==> config.mk <==
export PLATFORM = sky130hd
export DESIGN_NAME = dbgtr_trigger_status
export DESIGN_NICKNAME = d
export VERILOG_FILES = /design/src/verilog/dbgtr_pkg.sv /design/src/verilog/dbgtr_trigger_status.sv
export SDC_FILE = /design/constraint.sdc
export NUM_CORES = 1
export LEC_CHECK = 0
export BUFFER_PORTS_ARGS = -buffer_cell sky130_fd_sc_hd__buf_2
export CAP_MARGIN = 0
export CORE_ASPECT_RATIO = 1.75
export CORE_MARGIN = 3
export CORE_UTILIZATION = 48
export CTS_BUF_LIST = sky130_fd_sc_hd__clkbuf_2 sky130_fd_sc_hd__clkbuf_4 sky130_fd_sc_hd__clkbuf_8
export DETAILED_ROUTE_END_ITERATION = 16
export GPL_TIMING_DRIVEN = 0
export PLACE_DENSITY_LB_ADDON = 0.08
export SLEW_MARGIN = 15
export SYNTH_ARGS = -nofsm -noshare
export SYNTH_HDL_FRONTEND = slang
export SYNTH_SLANG_ARGS = --single-unit
export TNS_END_PERCENT = 5
==> constraint.sdc <==
create_clock -name core_clk -period 3.51 [get_ports core_clk]
set_clock_uncertainty 0.05 [all_clocks]
set_input_delay 0.5265 -clock core_clk [delete_from_list [all_inputs] [get_ports core_clk]]
set_output_delay 0.5265 -clock core_clk [all_outputs]
set_load 0.1 [all_outputs]
==> src/verilog/dbgtr_pkg.sv <==
// Contract
// - config readable any time, writable only disarmed; bits 5:4 read zero
// - type select one: match counts only when opcode at the address executes
// - type select zero: match counts on the bus access itself
// - begin select 0: circular store until trigger; 1: trigger starts storing
// - event-only modes ignore begin/end select and always run as begin trace
// - mode 0000 A alone, 0001 A or B, 0010 A then later B
// - mode 0011 store on each B; 0100 wait A then store each B
// - mode 0101 address A with data B; 0110 address A with data not B
// - mode 0111 address inside A..B inclusive; 1000 below A or above B
// - modes 1001 to 1111 never trigger
// - match A flag clears at run start, sets on A match while armed
// - match B flag clears at run start, sets on B match while armed
// - armed flag mirrors arm while enabled; set by arm write with enable
// - run ends, armed clears: FIFO full in begin or trigger in end trace
// - writing zero to arm or enable ends the run at once
// - valid count clears at run start, holds 0 to 8 valid words at end
// - valid count never decrements on FIFO reads
// - run status register read-only; writes change nothing
// - begin trace with breaks enabled: break request when FIFO becomes full
// - module enable cannot be set to one while the device is secure
`default_nettype none
package dbgtr_pkg;
    // register byte offsets on the APB bus
    localparam logic [7:0] OFS_CONTROL = 8'h00;
    localparam logic [7:0] OFS_TRIGGER = 8'h04;
    localparam logic [7:0] OFS_STATUS  = 8'h08;
    // debug_control_reg fields
    localparam int CTL_ENABLE = 7;
    localparam int CTL_ARM    = 6;
    localparam int CTL_TAG    = 5;
    localparam int CTL_BREAK_REQUEST_ENABLE  = 4;
    // trigger_config fields
    localparam int TRG_TYPESEL = 7;
    localparam int TRG_BEGIN   = 6;
    localparam int TRG_MODE_HI = 3;
    // run_status fields
    localparam int STS_AF   = 7;
    localparam int STS_BF   = 6;
    localparam int STS_ARMED_FLAG = 5;
    localparam int STS_CNT_HI = 3;
    // writable mask of trigger_config (bits 4 and 5 hard zero)
    localparam logic [7:0] TRG_WMASK   = 8'hCF;
    localparam logic [7:0] CTRL_RESET  = 8'h00;
    localparam logic [7:0] TRIG_RESET  = 8'h00;
    // fifo depth and count width
    localparam int FIFO_DEPTH = 8;
    localparam int CNT_W      = 4;
    localparam logic [3:0] CNT_FULL = 4'h8;
    localparam logic [3:0] CNT_ZERO = 4'h0;
    localparam logic [3:0] CNT_ONE  = 4'h1;
    // trigger modes
    localparam logic [3:0] MODE_A_ONLY    = 4'h0;
    localparam logic [3:0] MODE_A_OR_B    = 4'h1;
    localparam logic [3:0] MODE_A_THEN_B  = 4'h2;
    localparam logic [3:0] MODE_EVT_B     = 4'h3;
    localparam logic [3:0] MODE_A_EVT_B   = 4'h4;
    localparam logic [3:0] MODE_A_AND_DB  = 4'h5;
    localparam logic [3:0] MODE_A_NOT_DB  = 4'h6;
    localparam logic [3:0] MODE_INSIDE    = 4'h7;
    localparam logic [3:0] MODE_OUTSIDE   = 4'h8;
    // run state, one-hot
    typedef enum logic [2:0] {
        RS_IDLE  = 3'b001,
        RS_ARMED = 3'b010,
        RS_BEGIN = 3'b100
    } dbgtr_run_t;
endpackage
`default_nettype wire

==> src/verilog/dbgtr_trigger_status.sv <==
// The APB register port and the address map are this design's own decisions.
`default_nettype none
module dbgtr_trigger_status #(
    parameter int ADDR_W = 16,
    parameter int DATA_W = 8
) (
    input  wire logic              core_clk,
    input  wire logic              reset,
    // apb slave
    input  wire logic              psel,
    input  wire logic              penable,
    input  wire logic              pwrite,
    input  wire logic [7:0]        paddr,
    input  wire logic [31:0]       pwdata,
    output logic      [31:0]       prdata,
    output logic                   pready,
    output logic                   pslverr,
    // observed core bus
    input  wire logic              busValid,
    input  wire logic [ADDR_W-1:0] busAddr,
    input  wire logic [DATA_W-1:0] busData,
    input  wire logic              opExec,
    input  wire logic [ADDR_W-1:0] execAddr,
    input  wire logic              flowStore,
    // comparator values and security
    input  wire logic [ADDR_W-1:0] compareA,
    input  wire logic [ADDR_W-1:0] compareB,
    input  wire logic              secureState,
    // fifo and cpu side
    output logic                   fifoPush,
    output logic                   cpuBreakReq,
    output logic                   cpuBreakTag,
    output logic                   moduleEnable,
    output logic                   armedFlag
);

    // event-only modes run as begin traces
    function automatic logic isEventMode(input logic [3:0] mode);
        isEventMode = (mode == dbgtr_pkg::MODE_EVT_B) ||
                      (mode == dbgtr_pkg::MODE_A_EVT_B);
    endfunction

    // trigger decode per mode
    function automatic logic trigFire(
        input logic [3:0] mode,
        input logic       hA,
        input logic       hB,
        input logic       dB,
        input logic       inR,
        input logic       ev,
        input logic       seen
    );
        case (mode)
            dbgtr_pkg::MODE_A_ONLY:   trigFire = hA;
            dbgtr_pkg::MODE_A_OR_B:   trigFire = hA | hB;
            dbgtr_pkg::MODE_A_THEN_B: trigFire = hB & seen;
            dbgtr_pkg::MODE_A_AND_DB: trigFire = hA & dB;
            dbgtr_pkg::MODE_A_NOT_DB: trigFire = hA & ~dB;
            dbgtr_pkg::MODE_INSIDE:   trigFire = ev & inR;
            dbgtr_pkg::MODE_OUTSIDE:  trigFire = ev & ~inR;
            default:                  trigFire = 1'b0;
        endcase
    endfunction

    logic [7:0]             ctrlReg;
    logic [7:0]             trigReg;
    logic                   afReg;
    logic                   bfReg;
    logic                   seenAReg;
    logic [3:0]             cntReg;
    logic [3:0]             cntNext;
    logic [31:0]            prdataReg;
    logic                   slvErrReg;
    logic                   pushReg;
    logic                   breakReg;
    dbgtr_pkg::dbgtr_run_t  runState;
    dbgtr_pkg::dbgtr_run_t  runNext;

    // apb decode
    logic setupPhase;
    logic wrCycle;
    logic wrCtrl;
    logic wrTrig;
    logic mapped;
    assign setupPhase = psel & ~penable;
    assign wrCycle    = psel & penable & pwrite;
    assign wrCtrl     = wrCycle & (paddr == dbgtr_pkg::OFS_CONTROL);
    assign wrTrig     = wrCycle & (paddr == dbgtr_pkg::OFS_TRIGGER);
    assign mapped     = (paddr == dbgtr_pkg::OFS_CONTROL) ||
                        (paddr == dbgtr_pkg::OFS_TRIGGER) ||
                        (paddr == dbgtr_pkg::OFS_STATUS);

    // field views
    logic [3:0] trigMode;
    logic       typeSel;
    logic       beginSel;
    logic       evtMode;
    logic       beginTrace;
    logic       enBit;
    logic       break_request_enable;
    assign trigMode   = trigReg[dbgtr_pkg::TRG_MODE_HI -: 4];
    assign typeSel    = trigReg[dbgtr_pkg::TRG_TYPESEL];
    assign beginSel   = trigReg[dbgtr_pkg::TRG_BEGIN];
    assign evtMode    = isEventMode(trigMode);
    assign beginTrace = evtMode | beginSel;
    assign enBit      = ctrlReg[dbgtr_pkg::CTL_ENABLE];
    assign break_request_enable      = ctrlReg[dbgtr_pkg::CTL_BREAK_REQUEST_ENABLE];

    // qualified event: executed opcode or plain bus access
    logic              evValid;
    logic [ADDR_W-1:0] evAddr;
    assign evValid = typeSel ? opExec : busValid;
    assign evAddr  = typeSel ? execAddr : busAddr;

    // comparator hits: address on the qualified event, data B on the bus access
    logic hitA;
    logic hitB;
    logic dataB;
    logic inRange;
    assign hitA    = evValid & (evAddr == compareA);
    assign hitB    = evValid & (evAddr == compareB);
    assign dataB   = busValid & (busData == compareB[DATA_W-1:0]);
    assign inRange = (evAddr >= compareA) && (evAddr <= compareB);

    // control write handling
    logic ctrlEnWr;
    logic ctrlArmWr;
    logic startRun;
    logic manualStop;
    assign ctrlEnWr  = pwdata[dbgtr_pkg::CTL_ENABLE] &
                       (enBit | ~secureState);
    assign ctrlArmWr = pwdata[dbgtr_pkg::CTL_ARM] & ctrlEnWr;
    assign startRun  = wrCtrl & ctrlArmWr &
                       (runState == dbgtr_pkg::RS_IDLE);
    assign manualStop = wrCtrl & ~ctrlArmWr &
                        (runState != dbgtr_pkg::RS_IDLE);

    // trigger and storage qualification
    logic armedNow;
    logic trigHit;
    logic evtStore;
    logic storeNow;
    logic fullNow;
    logic endTrig;
    logic beginFull;
    assign armedNow = (runState != dbgtr_pkg::RS_IDLE);
    assign trigHit  = trigFire(trigMode, hitA, hitB, dataB, inRange,
                               evValid, seenAReg);
    assign evtStore = hitB & ((trigMode == dbgtr_pkg::MODE_EVT_B) |
                              seenAReg);

    // words written to the fifo this cycle
    always_comb begin
        storeNow = 1'b0;
        case (runState)
            dbgtr_pkg::RS_ARMED: storeNow = flowStore & ~beginTrace;
            dbgtr_pkg::RS_BEGIN: storeNow = evtMode ? evtStore : flowStore;
            default:             storeNow = 1'b0;
        endcase
    end

    assign fullNow   = storeNow & (cntReg == dbgtr_pkg::CNT_FULL - 
                                   dbgtr_pkg::CNT_ONE);
    assign beginFull = (runState == dbgtr_pkg::RS_BEGIN) & fullNow;
    assign endTrig   = (runState == dbgtr_pkg::RS_ARMED) & ~beginTrace &
                       trigHit;

    // run state sequencing
    always_comb begin
        runNext = runState;
        case (runState)
            dbgtr_pkg::RS_IDLE: begin
                if (startRun) begin
                    runNext = evtMode ? dbgtr_pkg::RS_BEGIN
                                      : dbgtr_pkg::RS_ARMED;
                end
            end
            dbgtr_pkg::RS_ARMED: begin
                if (manualStop || !enBit) begin
                    runNext = dbgtr_pkg::RS_IDLE;
                end else if (endTrig) begin
                    runNext = dbgtr_pkg::RS_IDLE;
                end else if (beginTrace && trigHit) begin
                    runNext = dbgtr_pkg::RS_BEGIN;
                end
            end
            dbgtr_pkg::RS_BEGIN: begin
                if (manualStop || !enBit || beginFull) begin
                    runNext = dbgtr_pkg::RS_IDLE;
                end
            end
            default: runNext = dbgtr_pkg::RS_IDLE;
        endcase
    end

    always_ff @(posedge core_clk or posedge reset) begin
        if (reset) begin
            runState <= dbgtr_pkg::RS_IDLE;
        end else begin
            runState <= runNext;
        end
    end

    // debug control register; arm bit follows the run state
    always_ff @(posedge core_clk or posedge reset) begin
        if (reset) begin
            ctrlReg <= dbgtr_pkg::CTRL_RESET;
        end else begin
            if (wrCtrl) begin
                ctrlReg <= pwdata[7:0];
                ctrlReg[dbgtr_pkg::CTL_ENABLE] <= ctrlEnWr;
            end
            ctrlReg[dbgtr_pkg::CTL_ARM] <=
                (runNext != dbgtr_pkg::RS_IDLE);
        end
    end

    // trigger config register, locked while armed
    always_ff @(posedge core_clk or posedge reset) begin
        if (reset) begin
            trigReg <= dbgtr_pkg::TRIG_RESET;
        end else if (wrTrig && !armedNow) begin
            trigReg <= pwdata[7:0] & dbgtr_pkg::TRG_WMASK;
        end
    end

    // match flags: run start clears, match while armed sets
    always_ff @(posedge core_clk or posedge reset) begin
        if (reset) begin
            afReg <= 1'b0;
            bfReg <= 1'b0;
        end else if (startRun) begin
            afReg <= 1'b0;
            bfReg <= 1'b0;
        end else if (armedNow) begin
            if (hitA) begin
                afReg <= 1'b1;
            end
            if (hitB) begin
                bfReg <= 1'b1;
            end
        end
    end

    // sequence memory for A-then modes
    always_ff @(posedge core_clk or posedge reset) begin
        if (reset) begin
            seenAReg <= 1'b0;
        end else if (startRun) begin
            seenAReg <= 1'b0;
        end else if (armedNow && hitA) begin
            seenAReg <= 1'b1;
        end
    end

    // valid word count, saturating, never touched by fifo reads
    always_comb begin
        cntNext = cntReg;
        if (startRun) begin
            cntNext = dbgtr_pkg::CNT_ZERO;
        end else if (storeNow && cntReg != dbgtr_pkg::CNT_FULL) begin
            cntNext = cntReg + dbgtr_pkg::CNT_ONE;
        end
    end

    always_ff @(posedge core_clk or posedge reset) begin
        if (reset) begin
            cntReg <= dbgtr_pkg::CNT_ZERO;
        end else begin
            cntReg <= cntNext;
        end
    end

    // fifo push and cpu break request pulses
    always_ff @(posedge core_clk or posedge reset) begin
        if (reset) begin
            pushReg  <= 1'b0;
            breakReg <= 1'b0;
        end else begin
            pushReg  <= storeNow;
            breakReg <= break_request_enable & (endTrig | beginFull);
        end
    end

    // apb read data captured in the setup phase
    always_ff @(posedge core_clk or posedge reset) begin
        if (reset) begin
            prdataReg <= 32'h0000_0000;
            slvErrReg <= 1'b0;
        end else if (setupPhase) begin
            slvErrReg <= ~mapped;
            prdataReg <= 32'h0000_0000;
            case (paddr)
                dbgtr_pkg::OFS_CONTROL: prdataReg[7:0] <= ctrlReg;
                dbgtr_pkg::OFS_TRIGGER: prdataReg[7:0] <= trigReg;
                dbgtr_pkg::OFS_STATUS: begin
                    prdataReg[dbgtr_pkg::STS_AF]   <= afReg;
                    prdataReg[dbgtr_pkg::STS_BF]   <= bfReg;
                    prdataReg[dbgtr_pkg::STS_ARMED_FLAG] <= armedNow & enBit;
                    prdataReg[dbgtr_pkg::STS_CNT_HI -: 4] <= cntReg;
                end
                default: prdataReg <= 32'h0000_0000;
            endcase
        end
    end

    // status writes fall through with no decode: read-only
    assign prdata       = prdataReg;
    assign pready       = 1'b1;
    assign pslverr      = slvErrReg & psel & penable;
    assign fifoPush     = pushReg;
    assign cpuBreakReq  = breakReg;
    assign cpuBreakTag  = ctrlReg[dbgtr_pkg::CTL_TAG];
    assign moduleEnable = enBit;
    assign armedFlag    = armedNow & enBit;

endmodule
`default_nettype wire

# Word-level counts from Yosys, hierarchy flattened
# Cells that the tools add are included.
# Widths: inputs -> output; s select.
# word_totals
ff_bits	35
latch_bits	0
ramBits	0
romBits	0
inputBits	121
out_inout_bits	39
word_cells	122
mem_count	0
# op_classes
addsub	1
multipliers	0
div	0
order_cmp	2
n_eq_ne	20
shifts	0
muxes	25
n_bitwise	41
n_reduce_logical	21
# op_table
cell	n
$eq 16x16->1	2
$and 1x1->1	29
$eq 4x3->1 const B	5
$mux 3	6
$pmux 3 s3	2
$ge 16x16->1	1
$le 16x16->1	1
$mux 16	1
$pmux 4 s3	1
$mux 1	11
$reduce_bool 2->1	5
$eq 4x2->1 const B	2
$eq 8x3->1 const B	1
$eq 8x4->1 const B	1
$eq 8x8->1	1
$logic_not 8->1	1
$mux 4	2
$not 1->1	7
$pmux 1 s7	1
$ne 3x1->1 const B	2
$logic_and 1x1->1	5
$logic_or 1x1->1	5
$or 1x1->1	5
$add 4x1->4 const B	1
other kinds (10)	12

# Logic depth before layout (Yosys ltp)
# logic_depth
depth_word	12
ltp_mapped	11
mapped_depth_nobuf	9

# Least setup slack after synthesis
# No wires, ideal clock.
# synth_path
path_kind	register -> register
from	reg ctrlReg[7]
to	reg prdataReg[5], in the netlist prdata[5]
setup_ns	0.110
t_arrival_ns	2.926
t_required_ns	3.350
path_slack_ns	0.424
path_stages_with_launch	4
n_path_buf	0
synth_period_minus_slack_ns	3.086
path_cell_list	dfrtp_1 nor2b_1 mux2i_1 o41ai_1
# synth_via
elab_chain_len	2
# synth_lines
element	line_no	text
from (decl)	dbgtr_trigger_status.sv:65	logic [7:0] ctrlReg;
from (signal assigned)	dbgtr_trigger_status.sv:207	ctrlReg <= dbgtr_pkg::CTRL_RESET;
from (signal assigned)	dbgtr_trigger_status.sv:210	ctrlReg <= pwdata[7:0];
from (signal, indexed assignment)	dbgtr_trigger_status.sv:211	ctrlReg[dbgtr_pkg::CTL_ENABLE] <= ctrlEnWr;
$and 1x1->1	-	
net armedFlag	dbgtr_trigger_status.sv:34	output logic armedFlag
$pmux 3 s3	dbgtr_trigger_status.sv:293	case (paddr)
to (signal assigned)	dbgtr_trigger_status.sv:294	dbgtr_pkg::OFS_CONTROL: prdataReg[7:0] <= ctrlReg;
to (signal assigned)	dbgtr_trigger_status.sv:295	dbgtr_pkg::OFS_TRIGGER: prdataReg[7:0] <= trigReg;
to (signal, indexed assignment)	dbgtr_trigger_status.sv:297	prdataReg[dbgtr_pkg::STS_AF] <= afReg;
to (decl)	dbgtr_trigger_status.sv:72	logic [31:0] prdataReg;
# The timed path passes the listed nets, and every way through them passes these cells.
# A chain may end at the register's enable or synchronous reset.

# Worst setup path in the final report
# layout_path
from	reg trigReg[7]
to	reg breakReg, in the netlist cpuBreakReq
# layout_via
elab_chain_len	10
elab_cells_between_ends	25
classes_between	order compare: 2; eq/ne: 2; mux: 5; bitwise: 15; reduce/logical: 1
# layout_lines
element	line_no	text
from (decl)	dbgtr_trigger_status.sv:66	logic [7:0] trigReg;
from (signal assigned)	dbgtr_trigger_status.sv:221	trigReg <= dbgtr_pkg::TRIG_RESET;
from (signal assigned)	dbgtr_trigger_status.sv:223	trigReg <= pwdata[7:0] & dbgtr_pkg::TRG_WMASK;
$mux 16	dbgtr_trigger_status.sv:113	assign evAddr = typeSel ? execAddr : busAddr;
$eq 16x16->1	dbgtr_trigger_status.sv:121	assign hitB = evValid & (evAddr == compareB);
$and 1x1->1 *	dbgtr_trigger_status.sv:121	
$and 1x1->1 *	dbgtr_trigger_status.sv:149	assign evtStore = hitB & ((trigMode == dbgtr_pkg::MODE_EVT_B) |
$mux 1 *	dbgtr_trigger_status.sv:157	dbgtr_pkg::RS_BEGIN: storeNow = evtMode ? evtStore : flowStore;
$pmux 1 s2 *	dbgtr_trigger_status.sv:155	case (runState)
net storeNow	dbgtr_trigger_status.sv:142	logic storeNow;
$and 1x1->1 *	dbgtr_trigger_status.sv:162	assign fullNow = storeNow & (cntReg == dbgtr_pkg::CNT_FULL -
$and 1x1->1 *	dbgtr_trigger_status.sv:164	assign beginFull = (runState == dbgtr_pkg::RS_BEGIN) & fullNow;
$or 1x1->1 *	dbgtr_trigger_status.sv:281	breakReg <= break_request_enable & (endTrig | beginFull);
$and 1x1->1 *	dbgtr_trigger_status.sv:281	
to (signal assigned)	dbgtr_trigger_status.sv:281	
to (decl)	dbgtr_trigger_status.sv:75	logic breakReg;
# Mark *: on every way through the listed nets, which the timed path passes. The rest lies on a longest branch.

==> impl_metrics.yaml <==
setup_path:
  crit_path_top_delay_cell: "or3_1"
  cp_data_arrival_time_ns: 3.25
  end_kind: "register"
  crit_fanout: 19
  max_stage_delay_ns: 0.40
  crit_chain: "buf_6 -> mux2_2 -> ha_1 -> nand4_1 -> or3_1 -> or3_1 -> o21ai_2 -> nand2_1 -> nor3b_1 -> o21a_1"
  startpoint: "trigReg[7]"
  r2r_start: "trigReg[7]"
  crit_top_cell: "or3_1"
  required_ns: 3.68
  crit_path_start_kind: "register"
  path_class: "reg2reg"
  cp_top_family: "simple AND/OR/NAND/NOR gates"
  cp_num_buf_inv: 1
floorplan:
  fp.dieW_um: 67.7
  fp-row-count: 38
  initial_core_util_pct: 50.5
  io_pins: 160
  die_area_sq_mm: 0.00771
  core_sq_mm: 0.00632
  fp.dieH_um: 114
pwr:
  finalPower_mw: 1.19
  power_density_mw_per_mm2: 292
  p_switching_mw: 0.386
  clkPwrFrac_pct: 36.7
  sw_frac_of_total_pct: 32.6
  p_seq_share_pct: 33.6
  p_int_mw: 0.800
  ir_drop_v: 0.000334
  comb_power_share_pct: 29.7
  p_leak_nw: 2.18
routing:
  via_count: 2971
  totalWireLength_um: 8060
  ant_nets: 0
  drc: 0
  via_per_inst: 5.16
  drtIter0Drc: 59
  wire_per_inst_um: 14.0
  drtPass1Iterations: 4
placed_design:
  placedCellCount: 569
  placed_cell_area_sq_mm: 0.00392
  gp_congestion: 0.814
  dp_hpwl_um: 6870
  pre_cts_ws_ns: 0.00613
  portBuffers: 108
cells_and_area:
  postLayoutCoreUtil_pct: 64.1
  n_antenna_cell: 0
  instances_no_fill: 576
  final_cell_mix: "buf_2 (111), inv_1 (35), ha_1 (34), dfrtp_1 (33)"
  nFillCells: 593
  seq_area_sq_um: 852
  fin_area_sq_mm: 0.00406
  syn_to_final_growth_pct: 26.9
  drive_gt1_share_pct: 37.9
  multi_input_area_sq_mm: 0.00206
  nets: 650
  final_common_cell: "buf_2"
synthesis:
  synth-seq-cells: 34
  syn_area_sq_mm: 0.00319
  syn_inst: 358
  synth_edf_count: 0
  ys_seq_area_share_pct: 26.7
  yosysUniqueCellTypes: 64
  async_reset_ff_share_pct: 100
  ys_warn_count: 0
  synth_ff_type: "dfrtp_1"
  syn_avg_cell_area_sq_um: 8.92
grt:
  grt_pass1_wl_um: 12900
  grt_use_total_pct: 21.5
  antenna_found_initial: 0
  gr-total-overflow: 0
  grt_pass1_vias: 2982
  grt_max_degree: 35
clock_tree:
  htree_levels: 2
  clk_pin_slew_ns: 0.08
  cts_tree: "yes"
  cts_buffers: 5
  postCtsSetupRepairBufs: 0
  cts-root-buf: "clkbuf_8"
  clock_sinks: 34
  cts_resized: 0
  hold_buffers: 0
  clockBufferDepth: 2
  clkLatencyLatePin_ns: 0.30
timing:
  max_slew_margin_pct: 49.5
  fmax_ghz: 0.325
  hold_viol: 0
  whs_ns: 0.285
  setup_viol: 0
  min_period_over_period_pct: 87.8
  rsz0062_at_grt: "no"
  layout_setup_ws_ns: 0.429
  finalMaxSlewViolations: 0
  worst_pin_slew_ns: 0.757
  tns_ns: 0
  finalCriticalPeriod_ns: 3.08
run:
  drv_cap: 0
outcome:
  status: "completed"
hold_path:
  hp-class: "in2async"
## cell usage after synthesis (2+ instances only)
cell	n	area share, %
a21oi_1	25	3.9
buf_2	3	0.47
buf_4	25	5.9
clkbuf_1	4	0.47
conb_1	2	0.24
dfrtp_1	33	26
ha_1	34	13
inv_1	36	4.2
mux2_2	28	9.9
mux2i_1	10	3.1
nand2_1	28	3.3
nand2b_1	2	0.39
nand3_1	9	1.4
nand4_1	11	2.2
nor2_1	24	2.8
nor2b_1	6	1.2
nor3_1	2	0.31
nor3b_1	2	0.47
o211a_1	2	0.63
o211ai_1	2	0.47
o21a_1	3	0.71
o21ai_0	13	2.0
o21ai_1	2	0.31
or2_1	2	0.39
or3_1	3	0.59
xnor2_1	9	2.5
## layout make-up
| cell class | count | area share (%) |
|---|---|---|
| multi-input combinational | 278 | 50.9 |
| sequential | 34 | 21.0 |
| timing repair buffer | 108 | 13.3 |
| buffer | 32 | 5.55 |
| inverter | 36 | 3.33 |
| tap | 80 | 2.47 |
| clock buffer | 5 | 1.70 |
| clock inverter | 3 | 1.70 |
## metal layers
layer	part of all wire [%]	wire length (um)	GRT usage, %
met1	34	2750	20.5
met2	55	4470	41.6
met3	5.5	446	2.27
met4	4.9	391	12.1
met5	0	0	0
## logic make-up (layout without fill, tap and decap cells)
| kind of cell | count (synthesis) | in the layout | synth area share, % |
|---|---|---|---|
| AND/OR/NAND/NOR | 107 | 107 | 19.1 |
| buffers and inverters | 69 | 184 | 11.4 |
| AO/OA/AOI/OAI | 63 | 63 | 13.1 |
| multiplexers | 39 | 39 | 13.4 |
| adder cells (fa/ha/maj) | 34 | 34 | 13.3 |
| flip-flops | 34 | 34 | 26.7 |
| XOR/XNOR | 10 | 10 | 2.74 |
| other | 2 | 25 | 0.235 |
## flip-flops by register name (all words and copies together), names as in the netlist
signal,flops
cntReg,4
trigReg,6
fifoPush,1
bfReg,1
ctrlReg,8
prdata,8
slvErrReg,1
cpuBreakReq,1
afReg,1
runState,3
## path summary, 6_finish.rpt
check	endpoint	slack, ns	cells past startpoint
max	cpuBreakReq	0.43	10
min	prdata[0]	0.28	2
max reg2reg	cpuBreakReq	0.43	10
min reg2reg	prdata[4]	0.43	2
max in group asynchronous	fifoPush	2.67	2
min in group core_clk	ctrlReg[5]	0.41	2
## power by group through the flow
stage | Clock, mW | Sequential, mW | Combinational (mW)
finish | 0.435 | 0.398 | 0.352
global route | 0.459 | 0.398 | 0.384
global placement | 0 | 0.405 | 0.345
CTS | 0.443 | 0.398 | 0.353
floorplan | 0 | 0.408 | 0.262
detailed placement | 0 | 0.406 | 0.352
Note: power is estimated with default switching activity, not from simulation.
